===== config.mk =====
export PLATFORM = sky130hd
export DESIGN_NAME = cdm_ctrl
export DESIGN_NICKNAME = d
export VERILOG_FILES = /design/src/rtl/cdm_ctrl.v
export VERILOG_INCLUDE_DIRS = /design/src /design/src/rtl
export SDC_FILE = /design/constraint.sdc
export NUM_CORES = 1
export LEC_CHECK = 0
export ABC_AREA = 0
export BUFFER_PORTS_ARGS = -buffer_cell sky130_fd_sc_hd__buf_2
export CORE_UTILIZATION = 64
export DETAILED_ROUTE_END_ITERATION = 10
export PLACE_DENSITY = 0.87
export SETUP_SLACK_MARGIN = 0.2
export SLEW_MARGIN = 25
export SYNTH_ARGS = -nofsm -noshare
export SYNTH_HDL_FRONTEND = slang
export SYNTH_SLANG_ARGS = --single-unit

===== constraint.sdc =====
create_clock -name clk_i -period 12.4 [get_ports clk_i]
set_input_delay 1.24 -clock clk_i [delete_from_list [all_inputs] [get_ports clk_i]]
set_output_delay 1.24 -clock clk_i [all_outputs]
set_load 0.05 [all_outputs]

===== src/rtl/cdm_regs.vh =====
`ifndef CDM_REGS_VH
`define CDM_REGS_VH
// ==========================================================
// Register map (byte addresses)
`define CDM_ADR_CTRL 4'h0
`define CDM_ADR_ZONE 4'h4
`define CDM_ADR_STAT 4'h8
`define CDM_ADR_HEAD 4'hC
// ==========================================================
// Control fields
`define CDM_CTRL_DISP 0
`define CDM_CTRL_DIM 1
`define CDM_CTRL_CLR 2
// ==========================================================
// Status fields
`define CDM_ST_DARK 0
`define CDM_ST_CAL 1
`define CDM_ST_ZONE 2
`define CDM_ST_IGN 3
// ==========================================================
// Zone reset value and wrap limits
`define CDM_RST_ZONE 4'h1
`define CDM_ZONE_MAX 4'hF
`define CDM_ZONE_MIN 4'h1
// ==========================================================
// Timing, clock and tick
`define CDM_CLK_HZ 40000000
`define CDM_TICK_US 1000
`define CDM_T_SHORT_MS 14'd3000
`define CDM_T_DIM_MS 14'd6000
`define CDM_T_ZONE_MS 14'd9000
`define CDM_T_REFRESH_MS 14'd2000
`define CDM_T_RETURN_MS 14'd5000
`define CDM_T_STEP_MS 14'd1000
`define CDM_HOLD_MAX 14'h3FFF
// ==========================================================
// Heading geometry, degrees doubled except CDM_HYST_DEG (plain degrees) and CDM_CAL_STEPS (sector steps)
`define CDM_HALF_SECT2 10'h02D
`define CDM_SECT2 10'h05A
`define CDM_HALF_TURN2 12'sh168
`define CDM_FULL_TURN2 12'sh2D0
`define CDM_HYST_DEG 12'sh005
`define CDM_CAL_STEPS 6'sh10
// ==========================================================
// Display modes
`define CDM_DISP_BLANK 2'h0
`define CDM_DISP_HEAD 2'h1
`define CDM_DISP_ZONE 2'h2
`define CDM_DISP_UNCAL 2'h3
// Pin vector positions
`define CDM_P_FRONT 0
`define CDM_P_REAR 1
`define CDM_P_REV 2
`define CDM_P_IGN 3
`define CDM_P_BTN 4
`define CDM_P_SLOW 5
`define CDM_NPIN 6
`endif


===== src/rtl/cdm_ctrl.v =====
// Chosen here: register access over Wishbone and the address map.
`timescale 1ns/1ps
// What this block does
// - front dark plus rear glare darkens mirror
// - reverse gear keeps mirror clear
// - both sensors lit means no darkening
// - heading quantised to eight shown directions
// - boundaries at 22.5 plus multiples of 45
// - hysteresis around every direction boundary
// - displayed heading refreshed every two seconds
// - short press toggles compass display
// - display state survives ignition cycles
// - 6 to 9 s hold enters zone mode
// - hold in zone mode steps zone, wraps
// - release in zone mode stores zone
// - heading returns five seconds after zone set
// - hold over 9 s clears calibration
// - uncalibrated shows C until circling completes
// - two low speed circles complete calibration
// - 3 to 6 s hold toggles dimming, LED
// - dimming enabled at every vehicle start
`include "cdm_regs.vh"

module cdm_ctrl #(
  parameter TICK_CYC = `CDM_CLK_HZ / 1000000 * `CDM_TICK_US
) (
  // Clock and reset
  input wire clk_i,
  input wire rst_i,
  // Wishbone slave
  input wire wb_cyc_i,
  input wire wb_stb_i,
  input wire wb_we_i,
  input wire [3:0] wb_adr_i,
  input wire [3:0] wb_sel_i,
  input wire [31:0] wb_dat_i,
  output reg [31:0] wb_dat_o,
  output reg wb_ack_o,
  // Vehicle pins
  input wire front_dark_i,
  input wire rear_glare_i,
  input wire reverse_i,
  input wire ignition_i,
  input wire button_i,
  input wire low_speed_i,
  // Magnetometer heading, degrees 0 to 359
  input wire [8:0] heading_i,
  // Mirror and display
  output reg dimming_mirror_dark_o,
  output reg dim_led_o,
  output reg [1:0] disp_mode_o,
  output reg [3:0] disp_val_o
);

  localparam ST_RUN = 1'b0;
  localparam ST_ZONE = 1'b1;

  // ==========================================================
  // Pin synchronisers
  wire [`CDM_NPIN-1:0] pins = {low_speed_i, button_i, ignition_i,
                               reverse_i, rear_glare_i, front_dark_i};
  reg [`CDM_NPIN-1:0] s1_reg;
  reg [`CDM_NPIN-1:0] s2_reg;
  reg [`CDM_NPIN-1:0] s3_reg;
  reg [`CDM_NPIN-1:0] pin_reg;
  genvar gi;
  generate
    for (gi = 0; gi < `CDM_NPIN; gi = gi + 1) begin : g_sync
      always @(posedge clk_i) begin
        if (rst_i) begin
          s1_reg[gi] <= 1'b0;
          s2_reg[gi] <= 1'b0;
          s3_reg[gi] <= 1'b0;
          pin_reg[gi] <= 1'b0;
        end else begin
          s1_reg[gi] <= pins[gi];
          s2_reg[gi] <= s1_reg[gi];
          s3_reg[gi] <= s2_reg[gi];
          // Change accepted only once two stages agree
          if (s2_reg[gi] == s3_reg[gi]) begin
            pin_reg[gi] <= s3_reg[gi];
          end
        end
      end
    end
  endgenerate

  wire ign = pin_reg[`CDM_P_IGN];
  wire btn = pin_reg[`CDM_P_BTN];

  // ==========================================================
  // Millisecond tick
  reg [15:0] tick_cnt_reg;
  wire tick = (tick_cnt_reg == TICK_CYC[15:0] - 16'h0001);
  always @(posedge clk_i) begin
    if (rst_i || tick) begin
      tick_cnt_reg <= 16'h0000;
    end else begin
      tick_cnt_reg <= tick_cnt_reg + 16'h0001;
    end
  end

  // ==========================================================
  // Heading quantiser
  function [2:0] quant;
    input [8:0] h;
    reg [9:0] q;
    begin
      q = ({h, 1'b0} + `CDM_HALF_SECT2) / `CDM_SECT2;
      quant = q[2:0];
    end
  endfunction

  wire [2:0] raw_sec = quant(heading_i);
  reg [2:0] sec_reg;
  reg [2:0] raw_prev_reg;
  wire [9:0] ctr2 = sec_reg * `CDM_SECT2;
  wire signed [11:0] d_raw = $signed({2'b00, heading_i, 1'b0}) -
                             $signed({2'b00, ctr2});
  wire signed [11:0] d_wrap = (d_raw > `CDM_HALF_TURN2) ?
                              d_raw - `CDM_FULL_TURN2 :
                              (d_raw < -`CDM_HALF_TURN2) ?
                              d_raw + `CDM_FULL_TURN2 : d_raw;
  wire signed [11:0] thr = $signed({2'b00, `CDM_HALF_SECT2}) +
                           (`CDM_HYST_DEG <<< 1);
  always @(posedge clk_i) begin
    if (rst_i) begin
      sec_reg <= 3'h0;
    end else if (d_wrap > thr || d_wrap < -thr) begin
      // Must clear the boundary by the margin before moving
      sec_reg <= raw_sec;
    end
  end

  // ==========================================================
  // Calibration by circling
  reg cal_reg;
  reg signed [5:0] rot_reg;
  reg cal_clr;
  wire step_up = (raw_sec == raw_prev_reg + 3'h1);
  wire step_dn = (raw_sec == raw_prev_reg - 3'h1);
  wire slow = pin_reg[`CDM_P_SLOW];
  wire cal_hit = (rot_reg >= `CDM_CAL_STEPS) ||
                 (rot_reg <= -`CDM_CAL_STEPS);
  always @(posedge clk_i) begin
    if (rst_i) begin
      cal_reg <= 1'b0;
      rot_reg <= 6'sh00;
      raw_prev_reg <= 3'h0;
    end else begin
      raw_prev_reg <= raw_sec;
      if (cal_hit && !cal_reg) begin
        // Set beats a clear in the same cycle
        cal_reg <= 1'b1;
      end else if (cal_clr) begin
        cal_reg <= 1'b0;
      end
      if (cal_clr || cal_reg) begin
        rot_reg <= 6'sh00;
      end else if (slow && step_up) begin
        rot_reg <= rot_reg + 6'sh01;
      end else if (slow && step_dn) begin
        rot_reg <= rot_reg - 6'sh01;
      end
    end
  end

  // ==========================================================
  // Button timing and mode machine
  reg btn_prev_reg;
  reg ign_prev_reg;
  reg [13:0] hold_reg;
  reg [13:0] zt_reg;
  reg [13:0] step_reg;
  reg [13:0] ref_reg;
  reg state_reg;
  reg disp_on_reg;
  reg dim_en_reg;
  reg [3:0] zone_reg;
  reg [2:0] shown_reg;
  wire rel = btn_prev_reg && !btn;
  wire bus_wr = wb_cyc_i && wb_stb_i && wb_we_i && !wb_ack_o &&
                wb_sel_i[0];
  wire wr_ctrl = bus_wr && (wb_adr_i == `CDM_ADR_CTRL);
  wire wr_zone = bus_wr && (wb_adr_i == `CDM_ADR_ZONE) &&
                 (wb_dat_i[3:0] != 4'h0);
  wire is_short = hold_reg < `CDM_T_SHORT_MS;
  wire is_dim = hold_reg > `CDM_T_SHORT_MS && hold_reg < `CDM_T_DIM_MS;
  wire is_zone = hold_reg > `CDM_T_DIM_MS && hold_reg < `CDM_T_ZONE_MS;
  wire is_clr = hold_reg > `CDM_T_ZONE_MS;

  always @* begin
    cal_clr = (wr_ctrl && wb_dat_i[`CDM_CTRL_CLR]) ||
              (rel && state_reg == ST_RUN && is_clr);
  end

  always @(posedge clk_i) begin
    if (rst_i) begin
      btn_prev_reg <= 1'b0;
      ign_prev_reg <= 1'b0;
      hold_reg <= 14'h0000;
      zt_reg <= 14'h0000;
      step_reg <= 14'h0000;
      ref_reg <= 14'h0000;
      state_reg <= ST_RUN;
      disp_on_reg <= 1'b1;
      dim_en_reg <= 1'b1;
      zone_reg <= `CDM_RST_ZONE;
      shown_reg <= 3'h0;
    end else begin
      btn_prev_reg <= btn;
      ign_prev_reg <= ign;
      // Held-duration timer, saturating
      if (!btn) begin
        hold_reg <= 14'h0000;
      end else if (tick && hold_reg != `CDM_HOLD_MAX) begin
        hold_reg <= hold_reg + 14'h0001;
      end
      // Two-second display refresh
      if (tick) begin
        if (ref_reg == `CDM_T_REFRESH_MS - 14'h0001) begin
          ref_reg <= 14'h0000;
          shown_reg <= sec_reg;
        end else begin
          ref_reg <= ref_reg + 14'h0001;
        end
      end
      case (state_reg)
        ST_RUN: begin
          if (rel) begin
            if (is_short) begin
              disp_on_reg <= !disp_on_reg;
            end else if (is_dim) begin
              dim_en_reg <= !dim_en_reg;
            end else if (is_zone) begin
              state_reg <= ST_ZONE;
              zt_reg <= 14'h0000;
            end
          end
        end
        ST_ZONE: begin
          if (btn) begin
            zt_reg <= 14'h0000;
            if (tick) begin
              if (step_reg == `CDM_T_STEP_MS - 14'h0001) begin
                step_reg <= 14'h0000;
                // Stepping runs during the hold, not on release
                if (zone_reg == `CDM_ZONE_MAX) begin
                  zone_reg <= `CDM_ZONE_MIN;
                end else begin
                  zone_reg <= zone_reg + 4'h1;
                end
              end else begin
                step_reg <= step_reg + 14'h0001;
              end
            end
          end else begin
            // Zone shown at release is already the stored zone
            step_reg <= 14'h0000;
            if (tick) begin
              if (zt_reg == `CDM_T_RETURN_MS - 14'h0001) begin
                state_reg <= ST_RUN;
              end else begin
                zt_reg <= zt_reg + 14'h0001;
              end
            end
          end
        end
        default: begin
          state_reg <= ST_RUN;
        end
      endcase
      if (wr_ctrl) begin
        disp_on_reg <= wb_dat_i[`CDM_CTRL_DISP];
        dim_en_reg <= wb_dat_i[`CDM_CTRL_DIM];
      end
      if (wr_zone) begin
        zone_reg <= wb_dat_i[3:0];
      end
      // Display state is never reset by ignition
      if (ign && !ign_prev_reg) begin
        dim_en_reg <= 1'b1;
      end
    end
  end

  // ==========================================================
  // Mirror and display outputs
  wire dark = ign && dim_en_reg && !pin_reg[`CDM_P_REV] &&
              pin_reg[`CDM_P_FRONT] && pin_reg[`CDM_P_REAR];
  always @(posedge clk_i) begin
    if (rst_i) begin
      dimming_mirror_dark_o <= 1'b0;
      dim_led_o <= 1'b0;
      disp_mode_o <= `CDM_DISP_BLANK;
      disp_val_o <= 4'h0;
    end else begin
      // Front lit blocks dimming; reverse overrides all
      dimming_mirror_dark_o <= dark;
      dim_led_o <= ign && dim_en_reg;
      if (!ign) begin
        disp_mode_o <= `CDM_DISP_BLANK;
        disp_val_o <= 4'h0;
      end else if (state_reg == ST_ZONE) begin
        disp_mode_o <= `CDM_DISP_ZONE;
        disp_val_o <= zone_reg;
      end else if (!disp_on_reg) begin
        disp_mode_o <= `CDM_DISP_BLANK;
        disp_val_o <= 4'h0;
      end else if (!cal_reg) begin
        disp_mode_o <= `CDM_DISP_UNCAL;
        disp_val_o <= 4'h0;
      end else begin
        disp_mode_o <= `CDM_DISP_HEAD;
        disp_val_o <= {1'b0, shown_reg};
      end
    end
  end

  // ==========================================================
  // Wishbone slave, one wait state
  reg [31:0] rd_data;
  always @* begin
    rd_data = 32'h00000000;
    case (wb_adr_i)
      `CDM_ADR_CTRL: begin
        rd_data[`CDM_CTRL_DISP] = disp_on_reg;
        rd_data[`CDM_CTRL_DIM] = dim_en_reg;
      end
      `CDM_ADR_ZONE: begin
        rd_data[3:0] = zone_reg;
      end
      `CDM_ADR_STAT: begin
        rd_data[`CDM_ST_DARK] = dimming_mirror_dark_o;
        rd_data[`CDM_ST_CAL] = cal_reg;
        rd_data[`CDM_ST_ZONE] = state_reg;
        rd_data[`CDM_ST_IGN] = ign;
      end
      `CDM_ADR_HEAD: begin
        rd_data[2:0] = sec_reg;
      end
      default: begin
        rd_data = 32'h00000000;
      end
    endcase
  end

  always @(posedge clk_i) begin
    if (rst_i) begin
      wb_ack_o <= 1'b0;
      wb_dat_o <= 32'h00000000;
    end else begin
      wb_ack_o <= wb_cyc_i && wb_stb_i && !wb_ack_o;
      if (wb_cyc_i && wb_stb_i && !wb_ack_o && !wb_we_i) begin
        wb_dat_o <= rd_data;
      end
    end
  end

endmodule // cdm_ctrl


== After elaboration in Yosys (flattened, before gate mapping) ==
Index checks and enable logic that the tools add are counted.
W data, S select, Z words.

* Memory bits (read-only): 0
* Bits of input ports: 60
* Latch bits: 0
* Memories kept: 0
* Flip-flop bits (word level): 134
* Bits in writable memories: 0
* Output and inout port bits: 41

* $mul: 1
* Shifts and indexed selects: 0
* Magnitude comparators: 12
* Add/subtract/negate cells: 14
* Muxes and demuxes: 50
* Eq/ne operators: 26
* Div/mod/pow operators: 1
* Reduce and logical (&&, ||, !) cells: 59
* Bitwise logic cells: 4

{| class="wikitable"
|+ Operators with widths
! cell !! number
|-
| $mux W14 || 11
|-
| $add A14 B1 Y14 const B || 4
|-
| $mux W4 || 7
|-
| $pmux W14 S2 || 1
|-
| $logic_and A1 B1 Y1 || 24
|-
| $mux W12 || 2
|-
| $mux W1 || 18
|-
| $reduce_bool A2 Y1 || 9
|-
| $add A16 B1 Y16 const B || 1
|-
| $eq A16 B16 Y1 const B || 1
|-
| $eq A14 B10 Y1 const B || 1
|-
| $eq A14 B11 Y1 const B || 1
|-
| $eq A14 B13 Y1 const B || 1
|-
| $gt A14 B12 Y1 const B || 1
|-
| $gt A14 B13 Y1 const B || 1
|-
| $gt A14 B14 Y1 const B || 1
|-
| $lt A14 B12 Y1 const B || 1
|-
| $lt A14 B13 Y1 const B || 1
|-
| $lt A14 B14 Y1 const B || 1
|-
| $ne A14 B14 Y1 const B || 1
|-
| $add A11 B11 Y12 const B || 1
|-
| $eq A4 B4 Y1 const B || 3
|-
| $gt A12 B7 Y1 const B || 1
|-
| $lt A12 B7 Y1 const B || 1
|-
| 37 further kinds || 73
|}

== Longest topological paths before layout ==
* Depth after elaboration: 9
* Depth in mapped cells: 28
* Gate-level depth less buffers: 27

== Worst setup path before layout ==
OpenSTA, ideal clock, no wires.

* Path kind: input port to flip-flop
* Start: in heading_i[1]
* End: reg rot_reg[5]
* Setup slack: 5589 ps
* Required time: 12328 ps
* Stages on the path: 26
* Arrival: 6739 ps
* Path buffers: 1
* Setup time: 72 ps
* Cells stage by stage: buf_2 inv_1 ha_1 nor2b_4 or4_4 a31oi_1 or2_1 nor2_2 xnor2_1 ha_1 or3_1 a2111o_1 nand4b_1 nor2_1 a211oi_2 mux2_2 nand3_1 ha_1 a21o_1 a21oi_1 nor2b_1 o21ai_0 nand2b_1 or4_1 a31oi_1 mux2i_1

* Cells in the longest elaborated chain, start to end: 5

{| class="wikitable"
|+ RTL lines
! item !! line !! source
|-
| start: declaration || cdm_ctrl.v:47 || <nowiki>input wire [8:0] heading_i,</nowiki>
|-
| $add A10 B6 Y10 (no line) (*) || - ||
|-
| $div A10 B7 Y10 (no line) (*) || - ||
|-
| $eq A3 B3 Y1 (on tied branches) || cdm_ctrl.v:140, cdm_ctrl.v:141 ||
|-
| $logic_and A1 B1 Y1 (on tied branches) || cdm_ctrl.v:160, cdm_ctrl.v:162 ||
|-
| $mux W6 or $reduce_bool A2 Y1 (tied branches) || - ||
|-
| end signal: assignment || cdm_ctrl.v:161 || <nowiki>rot_reg <= rot_reg + 6'sh01;</nowiki>
|-
| end signal: assignment || cdm_ctrl.v:163 || <nowiki>rot_reg <= rot_reg - 6'sh01;</nowiki>
|-
| end: declaration || cdm_ctrl.v:138 || <nowiki>reg signed [5:0] rot_reg;</nowiki>
|}

Mark *: on every way between the ends. The rest lies on a longest branch, timed or not.
A chain may end at the register's enable or synchronous reset.

== Final worst setup path ==
Ends and elaborated chain as after synthesis.

==> results.toml <==
[status]
outcome = "finished clean"

[clock_tree]
cts.sinks = 134
post_cts_buffers = 0
cts-hold-fix-buffers = 0
htreeDepth = 4
cts_resized = 0
clkSlewWorstSetupHoldPaths_ns = 0.06
cts_tree = "yes"
insertion_delay_ns = 0.42
clock_path_buffers = 2
root_buffer = "clkbuf_16"
cts_made_buffers = 17

[finish]
multi_input_area_um2 = 5330
finalNonFillerCells = 1258
layout_commonest_cell = "nor2_1"
fillers = 978
layout_common_cells = "nor2_1 (136), dfxtp_1 (134), nand2_1 (74), a21oi_1 (61), nand3_1 (51)"
seq_area_um2 = 2680
num_antenna_cells = 0
final_nets = 1171
drive_gt1_share_pct = 10.1
syn2layout_area_growth_pct = 9.72
largest_reg_flops = 16

[synthesis]
synth_compound_area_share_pct = 17.2
synthArstFlopShare_pct = 0
ys_warn_count = 0
yosys.area_share.simple_pct = 28.2
ys_types = 86
synth_top_area_cell = "dfxtp_1"
synth.area.top_cells = "dfxtp_1 (32%), nor2_1 (6.1%), ha_1 (5.2%), xor2_1 (4.2%), xnor2_1 (3.9%)"
synth_fa_ha_area_share_pct = 5.93
synth_top_family_by_area = "simple AND/OR/NAND/NOR gates"
synth_edf_count = 0
yosysTopAreaCellShare_pct = 31.9
synth_xor_area_share_pct = 8.03
synthFlopType = "dfxtp_1"
synthMuxAreaShare_pct = 2.65
synth_cells = 1050
ys_seq_area_share_pct = 31.9
ys_ff_latch = 134
avgSynthCellArea_um2 = 8.00
syn_area_um2 = 8400

[sta]
timing.hold.ws_ns = 0.437
layout_setup_ws_ns = 5.30
post-route-period-util_pct = 57.3
drv_slew = 0
clock-skew-final_ns = 0.00739
maxSlewHeadroom_pct = 30.1
rsz0062_at_grt = "false"
hold_violations = 0
setup_viol = 0
period_minus_slack_ns = 7.10
tns_ns = 0
fmaxAchievable_mhz = 141
worst_pin_slew_ns = 1.04

[routing]
drt_pass1_iterations = 5
viasPerCell = 6.05
drcViolationCount = 0
drtIter0Drc = 521
detail-route-antenna-nets = 0
wire_per_inst_um = 14.8
vias = 7615
detail_route.wirelength_um = 18700

[power]
p_sw_mw = 0.564
seqPwrFrac_pct = 28.5
clkPwrFrac_pct = 33.8
peakVddDrop_mv = 0.179
powerDensity_nw_per_um2 = 171
p_int_mw = 1.01
cellLeakagePower_nw = 3.59
switching_share_pct = 35.8
comb_power_share_pct = 37.6

[floorplan]
die-area_um2 = 13600
start_util_pct = 66.0
die_h_um = 117
num_io_pins = 101
core-area_um2 = 12700
die_width_um = 117
rows = 41

[place]
dp_hpwl_um = 13100
placed_cells_incl_taps = 1226
placement.io_buffers = 41
dp_slack_ns = 4.93
gp_congestion = 0.912

[worst_setup_path]
timing.rr.end = "sec_reg[1]"
worstPathRequired_ns = 12.74
r2r_cells = 16
critPathArrivalTime_ns = 7.44
end_kind = "flop"
startpoint_type = "primary input"
crit_fanout = 11
reg2reg_setup_slack_ns = 7.05
r2r-start = "sec_reg[1]"
critPathKind = "primary input to flop"

[worst_hold_path]
hold_path_end = "s2_reg[1]"
min-delay-start = "s1_reg[1]"
worstHoldPathCells = 1
hold_class = "flop to flop"

[grt]
grt_usage_pct = 28.4
antenna_found_initial = 0
first_global_vias = 6792
grt_pass1_wl_um = 30900
grt-ovfl-total = 0
grt_max_degree = 74

[run]
drv_cap = 0
## metal layers
layer / up-vias / routed length [um] / GRT usage, %
li1: 3741 / - / -
met2: 282 / 8580 / 45.5
met1: 3554 / 8540 / 37.6
met4: 0 / 428 / 10.9
met5: - / 0 / 0
met3: 38 / 1110 / 5.81
## logic make-up (layout without fill, tap and decap cells)
| kind of cell | count (synthesis) | in the layout |
|---|---|---|
| AOI/OAI and AO/OA | 218 | 218 |
| xor gates and xnor gates | 77 | 77 |
| adders and majority gates | 38 | 38 |
| buffers and inverters | 102 | 111 |
| DFF | 134 | 134 |
| muxes | 19 | 19 |
| other | 1 | 28 |
| and+or+nand+nor | 461 | 461 |
## power by group through the flow
stage / logic, mW / registers, mW / clock network, mW
after floorplan: 0.476 / 0.457 / 0
after global placement: 0.557 / 0.459 / 0
after detailed placement: 0.577 / 0.459 / 0
after CTS: 0.582 / 0.450 / 0.538
after global routing: 0.655 / 0.452 / 0.557
final: 0.594 / 0.451 / 0.534
## cell type report
cell class                 count  area share, %
inverter                      37           1.53
clock inverter                11           1.89
sequential                   134           29.1
clock buffer                  21           5.00
timing repair buffer          42           2.31
tap                          172           2.34
multi-input combinational    841           57.8
## worst max-delay path, cell delays in order
cell	delay, ns
buf_2	0.24
inv_1	0.10
ha_1	0.32
nor2b_4	0.18
or4_4	0.50
a31oi_1	0.29
or2_1	0.20
nor2_2	0.07
xnor2_1	0.13
ha_1	0.25
a21oi_1	0.20
nor4_1	0.11
nor4_4	0.47
o221ai_1	0.23
a211oi_2	0.34
mux2_2	0.47
nand3_1	0.23
ha_1	0.29
a21o_1	0.18
a21oi_1	0.21
nor2b_1	0.07
o21ai_0	0.15
nand2b_1	0.14
or4_1	0.42
a31oi_1	0.22
mux2i_1	0.20
## synth_stat cells, types with 15 or more instances
library cell and count:
xor2_1 40, nand4_1 19, dfxtp_1 134, a21oi_1 61, and3_1 24, nor2_1 136
clkbuf_1 28, inv_1 36, xnor2_1 37, or3_1 15, nor3_1 28, nor2b_1 32
ha_1 35, o21ai_0 48, nand3_1 51, nand2_1 74, buf_4 28
## through the flow
stage,power [mW],util [%],area (um2)
CTS,1.57,72.4,9210
floorplan,0.933,-,8500
detailed placement,1.04,67.4,8570
finish,1.58,72.4,9210
global route,1.66,72.4,9210
global placement,1.02,67.3,8570
## how the worst max path moves through the flow
stage	from	to	slack, ns	cells past startpoint
3_5_place_dp	heading_i[1]	rot_reg[5]	4.93	26
4_1_cts	heading_i[1]	rot_reg[5]	5.33	26
2_1_floorplan	heading_i[1]	rot_reg[5]	5.59	26
6_report	heading_i[1]	rot_reg[5]	5.30	26
3_3_place_gp	heading_i[1]	rot_reg[5]	5.03	26
5_1_grt	heading_i[1]	rot_reg[5]	4.80	26
Note: power is estimated with default switching activity, not from simulation.
